===== src/logic/tss_pkg.sv =====
// Constants shared by the triple supply sequencer.
// Assumes a 20 MHz core clock; comparator levels arrive as pin inputs.
package tss_pkg;

    // =========================================================
    // Timing
    localparam int unsigned CLK_HZ          = 20000000;
    localparam int unsigned RESET_DELAY_US  = 65500;
    localparam int unsigned RESET_DELAY_CYC =
        (RESET_DELAY_US / 100) * (CLK_HZ / 10000);
    localparam int unsigned CNT_W           = 21;

    // =========================================================
    // Reset values
    localparam logic RST_REG_EN   = 1'b0;
    localparam logic RST_RESET_N  = 1'b0;

    // =========================================================
    // Memory voltage select strap decode
    localparam logic [1:0] STRAP_GND  = 2'h0;
    localparam logic [1:0] STRAP_REF  = 2'h1;
    localparam logic [1:0] STRAP_SUP  = 2'h2;
    localparam logic [1:0] MEM_V_1V8  = 2'h0;
    localparam logic [1:0] MEM_V_2V5  = 2'h1;
    localparam logic [1:0] MEM_V_3V3  = 2'h2;

    // =========================================================
    // Sequencer states, Gray along the power-up path
    typedef enum logic [2:0] {
        TSS_IDLE     = 3'h0,
        TSS_IO_RAMP  = 3'h1,
        TSS_MEM_RAMP = 3'h3,
        TSS_CORE_RAMP= 3'h2,
        TSS_RST_WAIT = 3'h6,
        TSS_RUN      = 3'h7
    } tss_state_t;

endpackage


===== src/logic/tss_sequencer.sv =====
// Supervisory sequencer for I/O, memory and core step-down regulators.
// Assumes analog comparators present their results as digital levels.
`timescale 1ns/1ns

// Contract
// - Below lockout everything inactive, pins released
// - Start only with lockout clear and battery good
// - Dead battery shuts the whole device off
// - Low battery pulls flag low, else released
// - Low battery flag released during shutdown
// - I/O regulator enabled first, soft-start
// - Memory regulator after I/O supply regulates
// - Core regulator after memory supply regulates
// - Reset held low, released 65.5ms after core
// - After start core follows core enable input
// - Core forced on until reset releases
// - Disabled core output discharged to ground (code discharges only while powered, not in shutdown)
// - I/O and memory enables both gated by lockout and battery
// - Decode three-level memory voltage strap
// - Core good low below 92.5 percent
// - Manual reset holds reset, restarts delay
// - Reset stays high when core turned off
module tss_sequencer (
    // Clock, reset and enable
    input  wire logic       core_clk,
    input  wire logic       sys_rst,
    input  wire logic       clk_en,
    // Comparator levels from the analog section
    input  wire logic       supply_above_lockout,
    input  wire logic       dead_battery_sense,
    input  wire logic       battery_sense_in,
    input  wire logic       io_supply_output,
    input  wire logic       memory_supply_output,
    input  wire logic       core_at_target,
    input  wire logic       core_above_good,
    input  wire logic [1:0] memory_voltage_select,
    // Host controls
    input  wire logic       manual_reset_n,
    input  wire logic       core_supply_enable,
    // Regulator controls
    output logic            io_regulator_en,
    output logic            memory_regulator_en,
    output logic            core_regulator_en,
    output logic            core_discharge_en,
    output logic            soft_start,
    output logic [1:0]      memory_voltage_code,
    output logic            shutdown,
    // Open-drain pins: output value, enable high while driving
    output logic            reset_out_n_o,
    output logic            reset_out_n_oe,
    output logic            low_battery_flag_n_o,
    output logic            low_battery_flag_n_oe,
    output logic            core_supply_good_n_o,
    output logic            core_supply_good_n_oe
);

    // =========================================================
    // Input synchronisation
    localparam int unsigned NSYNC = 11;
    logic [NSYNC-1:0] raw_in;
    logic [NSYNC-1:0] s_in;

    assign raw_in = {supply_above_lockout, dead_battery_sense,
                     battery_sense_in, io_supply_output,
                     memory_supply_output, core_at_target,
                     core_above_good, memory_voltage_select,
                     manual_reset_n, core_supply_enable};

    tss_sync #(.W(NSYNC)) u_sync (
        .core_clk (core_clk),
        .sys_rst  (sys_rst),
        .clk_en   (clk_en),
        .async_in (raw_in),
        .sync_out (s_in)
    );

    wire       lockout_ok = s_in[10];
    wire       battery_ok = s_in[9];
    wire       batt_above = s_in[8];
    wire       io_good    = s_in[7];
    wire       mem_good   = s_in[6];
    wire       core_tgt   = s_in[5];
    wire       core_good  = s_in[4];
    wire [1:0] strap      = s_in[3:2];
    wire       mr_n       = s_in[1];
    wire       core_req   = s_in[0];

    // =========================================================
    // Strap decode
    function automatic logic [1:0] decode_strap(input logic [1:0] s);
        case (s)
            tss_pkg::STRAP_SUP: decode_strap = tss_pkg::MEM_V_3V3;
            tss_pkg::STRAP_REF: decode_strap = tss_pkg::MEM_V_2V5;
            default:            decode_strap = tss_pkg::MEM_V_1V8;
        endcase
    endfunction

    // Enable condition shared by I/O and memory regulators
    wire power_ok   = lockout_ok & battery_ok;
    wire off        = ~power_ok;

    // =========================================================
    // Sequencer state
    tss_pkg::tss_state_t state;
    tss_pkg::tss_state_t next_state;
    logic [tss_pkg::CNT_W-1:0] delay_cnt;
    logic [tss_pkg::CNT_W-1:0] next_delay_cnt;
    logic reset_rel;
    logic next_reset_rel;
    logic core_on;
    logic next_core_on;

    wire delay_done = (delay_cnt ==
        tss_pkg::CNT_W'(tss_pkg::RESET_DELAY_CYC - 1));

    always_comb begin
        next_state     = state;
        next_delay_cnt = delay_cnt;
        next_reset_rel = reset_rel;
        next_core_on   = core_on;
        if (off) begin
            next_state     = tss_pkg::TSS_IDLE;
            next_delay_cnt = '0;
            next_reset_rel = 1'b0;
            next_core_on   = 1'b0;
        end else begin
            case (state)
                tss_pkg::TSS_IDLE: begin
                    next_state = tss_pkg::TSS_IO_RAMP;
                end
                tss_pkg::TSS_IO_RAMP: begin
                    if (io_good) begin
                        next_state = tss_pkg::TSS_MEM_RAMP;
                    end
                end
                tss_pkg::TSS_MEM_RAMP: begin
                    if (mem_good) begin
                        next_state   = tss_pkg::TSS_CORE_RAMP;
                        next_core_on = 1'b1;
                    end
                end
                tss_pkg::TSS_CORE_RAMP: begin
                    next_core_on = 1'b1;
                    if (core_tgt) begin
                        next_state     = tss_pkg::TSS_RST_WAIT;
                        next_delay_cnt = '0;
                    end
                end
                tss_pkg::TSS_RST_WAIT: begin
                    next_core_on = 1'b1;
                    if (!mr_n) begin
                        next_delay_cnt = '0;
                    end else if (delay_done) begin
                        next_state     = tss_pkg::TSS_RUN;
                        next_reset_rel = 1'b1;
                    end else begin
                        next_delay_cnt = delay_cnt + 1'b1;
                    end
                end
                tss_pkg::TSS_RUN: begin
                    next_core_on = core_req;
                    if (!mr_n) begin
                        // Manual reset re-runs the delay with core on
                        next_state     = tss_pkg::TSS_RST_WAIT;
                        next_delay_cnt = '0;
                        next_reset_rel = 1'b0;
                        next_core_on   = 1'b1;
                    end else if (!core_req) begin
                        next_reset_rel = 1'b1;
                    end
                end
                default: begin
                    next_state = tss_pkg::TSS_IDLE;
                end
            endcase
        end
    end

    always_ff @(posedge core_clk) begin
        if (sys_rst) begin
            state     <= tss_pkg::TSS_IDLE;
            delay_cnt <= '0;
            reset_rel <= tss_pkg::RST_RESET_N;
            core_on   <= tss_pkg::RST_REG_EN;
        end else if (clk_en) begin
            state     <= next_state;
            delay_cnt <= next_delay_cnt;
            reset_rel <= next_reset_rel;
            core_on   <= next_core_on;
        end
    end

    // =========================================================
    // Registered outputs
    wire next_io_en  = power_ok &&
                       (state != tss_pkg::TSS_IDLE);
    wire next_mem_en = power_ok && (state != tss_pkg::TSS_IDLE) &&
                       (state != tss_pkg::TSS_IO_RAMP);
    wire ramping     = (state == tss_pkg::TSS_IO_RAMP) ||
                       (state == tss_pkg::TSS_MEM_RAMP) ||
                       (state == tss_pkg::TSS_CORE_RAMP);
    wire lb_drive    = power_ok & ~batt_above;
    wire cg_drive    = power_ok & ~core_good;

    always_ff @(posedge core_clk) begin
        if (sys_rst) begin
            io_regulator_en       <= tss_pkg::RST_REG_EN;
            memory_regulator_en   <= tss_pkg::RST_REG_EN;
            core_regulator_en     <= tss_pkg::RST_REG_EN;
            core_discharge_en     <= 1'b0;
            soft_start            <= 1'b0;
            memory_voltage_code   <= tss_pkg::MEM_V_1V8;
            shutdown              <= 1'b1;
            reset_out_n_oe        <= 1'b0;
            low_battery_flag_n_oe <= 1'b0;
            core_supply_good_n_oe <= 1'b0;
        end else if (clk_en) begin
            io_regulator_en       <= next_io_en;
            memory_regulator_en   <= next_mem_en;
            core_regulator_en     <= core_on & power_ok;
            // Discharge only while powered and core is off
            core_discharge_en     <= power_ok & ~core_on;
            // Gated so a ramp cut by lockout never shows soft-start
            soft_start            <= ramping & power_ok;
            memory_voltage_code   <= decode_strap(strap);
            shutdown              <= off;
            // Reset pin released in shutdown: nothing driven
            reset_out_n_oe        <= power_ok & ~reset_rel;
            low_battery_flag_n_oe <= lb_drive;
            core_supply_good_n_oe <= cg_drive;
        end
    end

    // Open-drain pins only ever pull low
    assign reset_out_n_o        = 1'b0;
    assign low_battery_flag_n_o = 1'b0;
    assign core_supply_good_n_o = 1'b0;

endmodule // tss_sequencer


===== src/logic/tss_sync.sv =====
// Two-flop synchroniser bank for asynchronous pin levels.
// Assumes one clock; first stage feeds only the second.
`timescale 1ns/1ns
module tss_sync #(
    parameter int unsigned W = 1
) (
    // Clock, reset and enable
    input  wire logic         core_clk,
    input  wire logic         sys_rst,
    input  wire logic         clk_en,
    // Levels
    input  wire logic [W-1:0] async_in,
    output logic      [W-1:0] sync_out
);

    logic [W-1:0] stage1;

    // =========================================================
    // Synchroniser
    genvar i;
    generate
        for (i = 0; i < W; i++) begin : g_bit
            always_ff @(posedge core_clk) begin
                if (sys_rst) begin
                    stage1[i]   <= 1'b0;
                    sync_out[i] <= 1'b0;
                end else if (clk_en) begin
                    stage1[i]   <= async_in[i];
                    sync_out[i] <= stage1[i];
                end
            end
        end
    endgenerate

endmodule // tss_sync


===== config.mk =====
export PLATFORM = sky130hd
export DESIGN_NAME = tss_sequencer
export DESIGN_NICKNAME = d
export VERILOG_FILES = /design/src/logic/tss_pkg.sv /design/src/logic/tss_sequencer.sv /design/src/logic/tss_sync.sv
export SDC_FILE = /design/constraint.sdc
export NUM_CORES = 1
export LEC_CHECK = 0
export BUFFER_PORTS_ARGS = -buffer_cell sky130_fd_sc_hd__buf_2
export CELL_PAD_IN_SITES_DETAIL_PLACEMENT = 2
export CELL_PAD_IN_SITES_GLOBAL_PLACEMENT = 2
export CORE_AREA = 2 2 89 91
export DETAILED_ROUTE_END_ITERATION = 6
export DIE_AREA = 0 0 91 93
export PLACE_DENSITY_LB_ADDON = 0.1
export SYNTH_ARGS = -nofsm -noshare
export SYNTH_HDL_FRONTEND = slang
export SYNTH_SLANG_ARGS = --single-unit

===== constraint.sdc =====
create_clock -name core_clk -period 3.7 [get_ports core_clk]
set_input_delay 0.185 -clock core_clk [delete_from_list [all_inputs] [get_ports core_clk]]
set_output_delay 0.185 -clock core_clk [all_outputs]
set_load 0.05 [all_outputs]

### After elaboration in Yosys (flattened, before gate mapping)

Cells that the tools add are included.

* register bits: 59
* input bits: 14
* output and inout port bits: 14
* word-level logic and storage cells: 105

* add/sub/neg operators: 1
* equal/unequal tests: 20
* muxes and demuxes: 25
* bitwise logic cells: 12
* reduce and logical (&&, ||, !) cells: 11

Operators by type and width (number)
* 21-bit 2-to-1 mux: 5
* 21-bit case mux with 3 select lines: 1
* 21-bit by 1-bit adder with 21-bit output, second input constant: 1
* 21-bit equality test, second input constant: 1
* 3-bit 2-to-1 mux: 7
* 3-bit case mux with 6 select lines: 1
* 3-bit by 2-bit != test with 1-bit output, second input constant: 4
* 5-bit AND reduction: 2
* 1-bit 2-to-1 mux: 8
* 4-bit != test, second input constant: 2
* 1-bit AND: 7
* 7-bit AND reduction: 1
* 3-bit by 2-bit equality test with 1-bit output, second input constant: 2
* 3-bit equality test, second input constant: 2
* 3-bit by 1-bit != test with 1-bit output, second input constant: 2
* 3-bit != test, second input constant: 2
* 1-bit NOT: 5
* 4-bit by 1-bit != test with 1-bit output, second input constant: 1
* 4-bit by 2-bit != test with 1-bit output, second input constant: 1
* 2-bit case mux with 2 select lines: 1
* 3-bit by 1-bit equality test with 1-bit output, second input constant: 1
* 3-bit zero test: 1
* 1-bit case mux with 3 select lines: 1
* 3-bit AND reduction: 1
* other kinds (7): 9

### Depth between registers and ports, before layout

* word-level depth: 5
* gate-level depth with buffers: 8
* gate-level depth less buffers: 6

### Modules after synthesis

From an unflattened synthesis, not the netlist that was laid out.

* cell total of the unflattened synthesis: 328
* area, all modules: 2979.1 µm²

Modules (own cells, without submodules)
* tss_sequencer: instances 1, cells each 257, area an instance 2177.1 µm², seq. area each 740.7 µm²
* tss_sync: instances 1, cells each 71, area an instance 802.0 µm², seq. area each 440.4 µm²

### Worst setup path after synthesis

Ideal clock, no wire load.

* path type: reg2reg
* start: register delay_cnt[0] (netlist name)
* end: register delay_cnt[16] (netlist name)
* setup time: 0.069 ns
* data arrival time: 1.593 ns
* required time: 3.631 ns
* slack: 2.039 ns
* cell stages (with the launch flop): 7
* buffers on the path: 0
* clock period less this slack: 1.661 ns
* cells stage by stage: dfxtp_1 -> ha_1 -> and3_1 -> and3_1 -> nand4_1 -> or4_1 -> o21ai_1

* longest elaborated chain between the ends: 5
* elaborated cells on any way between the ends: 8
* classes of those cells: add/sub (1); eq/ne (2); mux (4); reduce/logical (1)

RTL lines
* start, declared: RTL line tss_sequencer.sv:106 `logic [tss_pkg::CNT_W-1:0] delay_cnt;`
* start signal, assigned: RTL line tss_sequencer.sv:187 `delay_cnt <= next_delay_cnt;`
* 21-bit by 1-bit adder with 21-bit output: RTL line tss_sequencer.sv:157 `next_delay_cnt = delay_cnt + 1'b1;`
* 21-bit 2-to-1 mux: RTL line tss_sequencer.sv:153 `end else if (delay_done) begin`
* 21-bit 2-to-1 mux: RTL line tss_sequencer.sv:151 `if (!mr_n) begin`
* 21-bit case mux with 3 select lines: RTL line tss_sequencer.sv:127 `case (state)`
* 21-bit 2-to-1 mux: RTL line tss_sequencer.sv:121 `if (off) begin`

Several ways; a longest one is shown, not always the timed one. The select of a mux whose other input is x is not followed.
A chain may end at the register's enable or synchronous reset.

### Worst setup path after layout

* start: register state[1]
* end: register delay_cnt[6] (netlist name)

* longest elaborated chain between the ends: 3
* elaborated cells on any way between the ends: 10
* classes of those cells: eq/ne (7); mux (2); reduce/logical (1)

RTL lines
* start, declared: RTL line tss_sequencer.sv:104 `tss_pkg::tss_state_t state;`
* start signal, assigned: RTL line tss_sequencer.sv:181 `state <= tss_pkg::TSS_IDLE;`
* start signal, assigned: RTL line tss_sequencer.sv:186 `state <= next_state;`
* 3-bit by 2-bit equality test with 1-bit output or 3-bit equality test (tied branches): RTL line tss_sequencer.sv:127
* 4-bit by 1-bit != test with 1-bit output (no source line) (tied with other cells)
* 5-bit AND reduction (no source line) or 21-bit 2-to-1 mux (tied branches)

Several ways; a longest one is shown, not always the timed one.

==> results.rst <==
.. list-table::
   :header-rows: 1

   * - Metric
     - Value
   * - Fraction of final layout cells with drive strength greater than 1
     - 15.3%
   * - Crit. End Element
     - flop
   * - Number of max-cap violations
     - 0
   * - Met3 WL
     - 229 µm
   * - Unrepaired setup endpoints after global routing
     - no
   * - Share of synthesized area occupied by flip-flops and latches
     - 42.3%
   * - # fillers
     - 880
   * - Post-synth cell types
     - 57
   * - Count of pins on the block boundary
     - 28
   * - Routed Wire Length
     - 7890 µm
   * - Clock latency on the worst-skew pair
     - 0.35 ns
   * - Post-synthesis average cell area
     - 8.54 µm²
   * - Final net count
     - 357
   * - Cell type contributing the most total cell area after synthesis
     - sky130_fd_sc_hd__dfxtp_1
   * - Longest Clk Path Bufs
     - 2
   * - Crit path launch
     - state[1]
   * - Post-layout minimum cycle time
     - 2.33 ns
   * - Cell types with the highest counts after synthesis
     - sky130_fd_sc_hd__dfxtp_1, sky130_fd_sc_hd__nor2_1, sky130_fd_sc_hd__a21oi_1
   * - Buffers on Ports
     - 24
   * - Highest clock frequency the design can meet
     - 0.430 GHz
   * - Post-Route Utilization
     - 42.2%
   * - TritonCTS Sinks
     - just under 60
   * - Horizontal extent of the die
     - 91 µm
   * - Worst Setup Start Kind
     - flop
   * - Worst slew margin relative to its limit
     - between 30% and 40%
   * - Cts hold-fix bufs
     - 0
   * - Setup tns final
     - 0 ns
   * - Number of failing hold endpoints at the final stage
     - 0
   * - Height of the die
     - 93 µm
   * - Initial Utilization
     - 37.1%
   * - Source of the worst hold timing path
     - core_above_good
   * - Initial antenna violation count
     - 0
   * - Clock tree from TritonCTS
     - done
   * - Post-synthesis cell count
     - 327
   * - Final worst path period share
     - about 63%
   * - Peak supply drop
     - 0.261 mV
   * - Dominant register cell in the synthesized netlist
     - sky130_fd_sc_hd__dfxtp_1
   * - Post-Place Worst Slack
     - 1.35 ns
   * - # H-tree levels
     - 3
   * - Cell Count, Final, Fillers Out
     - 449
   * - Total congestion overflow after global routing
     - 0
   * - Flip-flop and latch count after synthesis
     - slightly below 60
   * - Pwr dens
     - 445 mW/mm²
   * - Half-perimeter wire length after detailed placement
     - 5360 µm
   * - Area inside the core boundary
     - 0.00753 mm²
   * - Setup Fix Bufs, Post-CTS
     - 0
   * - Area enclosed by the die boundary
     - roughly 0.0085 mm²
   * - Worst Skew
     - 0.00992 ns
   * - Result of the run
     - finished clean
   * - Average wire per standard cell
     - 17.6 µm
   * - Number of vias in the routed layout
     - 2535
   * - Total routing resource utilization after global routing
     - 20.3%
   * - Largest net degree at the start of global routing
     - 58
   * - Number of standard-cell rows in the floorplan
     - 32
   * - Number of placed cells counting well taps
     - 433
   * - Number of DRC violations after detailed-routing iteration 0
     - 78
   * - Final setup violation count
     - 0
   * - Clock transition at path regs
     - 0.07 ns
   * - Detailed-routing wirelength on met1
     - ~3500 µm
   * - Register-to-register setup slack
     - about 1.4 ns
   * - N_diodes
     - 0
   * - Vias in the first global route
     - 2745
   * - Number of cells on the worst hold path
     - 3
   * - DRC violation count after routing
     - 0
   * - Fin worst setup slack
     - approximately 1.4 ns
   * - Required time at the endpoint of the critical path
     - 3.94 ns
   * - R2R Path Start
     - state[1]
   * - Crit path max fanout
     - 14
   * - Last weighted congestion value of the routability-driven placer
     - roughly 0.80
   * - Post-synthesis async set-or-reset flop share
     - 0%
   * - Most numerous cell in the Yosys netlist
     - sky130_fd_sc_hd__dfxtp_1
   * - Worst Reg2Reg Path Length in Cells
     - 5
   * - Total CTS buffers
     - 9
   * - Static leakage power
     - approximately 1.2 nW
   * - Signal arrival time at the worst endpoint
     - about 2.6 ns
   * - Placed inst area
     - 0.00295 mm²
   * - Worst min path class
     - in -> reg
   * - Top routing layer in use
     - met4
   * - Endpoint of the worst hold-timing path
     - u_sync.stage1[4]
   * - First-pass iteration count of the detailed router
     - 4
   * - Via density per instance
     - 5.65
   * - Netlist Area Pre-Place
     - between 0.002 and 0.003 mm²
   * - First-pass GRT wire length
     - 13500 µm
   * - Yosys warnings
     - 0
   * - Post-CTS Resized
     - 0
   * - Summed area of non-filler cells in the final layout
     - 0.00317 mm²
   * - Transition time at the pin with the least slew margin
     - 0.913 ns
   * - Met2 wire length
     - 4030 µm
   * - Area share of the largest cell type after synthesis
     - 42.3%
   * - Count of flip-flops with a built-in enable after synthesis
     - 0
   * - Largest cells by area after synthesis
     - sky130_fd_sc_hd__dfxtp_1, sky130_fd_sc_hd__mux2i_1, sky130_fd_sc_hd__nor2_1, sky130_fd_sc_hd__a21oi_1, sky130_fd_sc_hd__nand3_1
   * - CTS root buffer
     - sky130_fd_sc_hd__clkbuf_8
   * - Critical setup path kind
     - reg -> reg
   * - Final-report max-slew violation count
     - 0
   * - Worst reg2reg path endpoint
     - delay_cnt[6]
   * - Remaining antenna violation count
     - 0
   * - Area growth from synthesis to layout
     - 13.6%
[cells in the final DEF, fill, tap and decap left out, types with 6 or more instances in the layout]
| master | Yosys | layout |
|---|---|---|
| sky130_fd_sc_hd__a21oi_1 | 26 | 26 |
| sky130_fd_sc_hd__a31oi_1 | 9 | 9 |
| sky130_fd_sc_hd__and3_1 | 7 | 7 |
| sky130_fd_sc_hd__buf_2 | 8 | 24 |
| sky130_fd_sc_hd__clkbuf_8 | 0 | 11 |
| sky130_fd_sc_hd__dfxtp_1 | 59 | 59 |
| sky130_fd_sc_hd__mux2i_1 | 22 | 22 |
| sky130_fd_sc_hd__nand2_1 | 17 | 17 |
| sky130_fd_sc_hd__nand3_1 | 16 | 16 |
| sky130_fd_sc_hd__nand4_1 | 6 | 6 |
| sky130_fd_sc_hd__nor2_1 | 41 | 41 |
| sky130_fd_sc_hd__nor3_1 | 11 | 11 |
| sky130_fd_sc_hd__o21ai_1 | 9 | 8 |
| sky130_fd_sc_hd__o31ai_1 | 6 | 6 |
| sky130_fd_sc_hd__or3_1 | 11 | 11 |
[layer usage]
layer / vias to the layer above / global-route usage [%]
met1: 1267 / 23.2
met4: 0 / 7.95
met5: - / 0
li1: 1228 / -
met2: 27 / 36.3
met3: 13 / 5.08
[logic make-up (layout without fill, tap and decap cells)]
kind of cell | after synthesis | count (layout) | synth area share [%]
buf+inv | 32 | 50 | 5.60
mux | 22 | 22 | 7.88
flops | 59 | 59 | 42.3
compound gates | 82 | 82 | 19.6
simple gates | 130 | 130 | 24.0
other cells | 1 | 3 | 0.134
fa+ha+maj | 1 | 1 | 0.448
[per-stage QoR]
| step | hold slack (ns) | power [mW] |
|---|---|---|
| detailed placement | 0.431 | 0.744 |
| global placement | 0.419 | 0.741 |
| floorplan | 0.332 | 0.724 |
| CTS | 0.0617 | 1.43 |
| global route | 0.0735 | 1.47 |
| finish | 0.0742 | 1.41 |
[worst max-delay path, cell delays in order (launching register included)]
cell and delay, ns:
sky130_fd_sc_hd__dfxtp_1 0.55, sky130_fd_sc_hd__nand3_2 0.20, sky130_fd_sc_hd__or3_1 0.53, sky130_fd_sc_hd__nor3_4 0.54, sky130_fd_sc_hd__nor3_1 0.12, sky130_fd_sc_hd__o221a_2 0.28
[flip-flops by register name, summed over array words and instances, names as in the netlist, 2 cells and up]
signal	count
delay_cnt	21
memory_voltage_code	2
state	3
u_sync.stage1	11
u_sync.sync_out	11
[area by class of cell]
cell class	instances	area (µm²)	share of cell area, %
repair buffers	27	143	4.50
clock buffers	12	155	4.89
inverters	7	26.3	0.828
well taps	102	128	4.02
clock inverters	4	72.6	2.29
multi-input cells	238	1470	46.3
flip-flops and latches	59	1180	37.2
[where the power goes]
part	switching [mW]	total [mW]	internal, mW
clock	0.269	0.684	0.415
combinational	0.0478	0.0707	0.0229
sequential	0.00981	0.657	0.647
total	0.327	1.41	1.09
[how the worst max path moves through the flow]
stage | to
after floorplan | delay_cnt[16]
after global placement | delay_cnt[4]
final | delay_cnt[6]
after CTS | delay_cnt[12]
after global routing | delay_cnt[3]
after detailed placement | delay_cnt[12]
No activity file was read; power rests on OpenSTA's default activity.
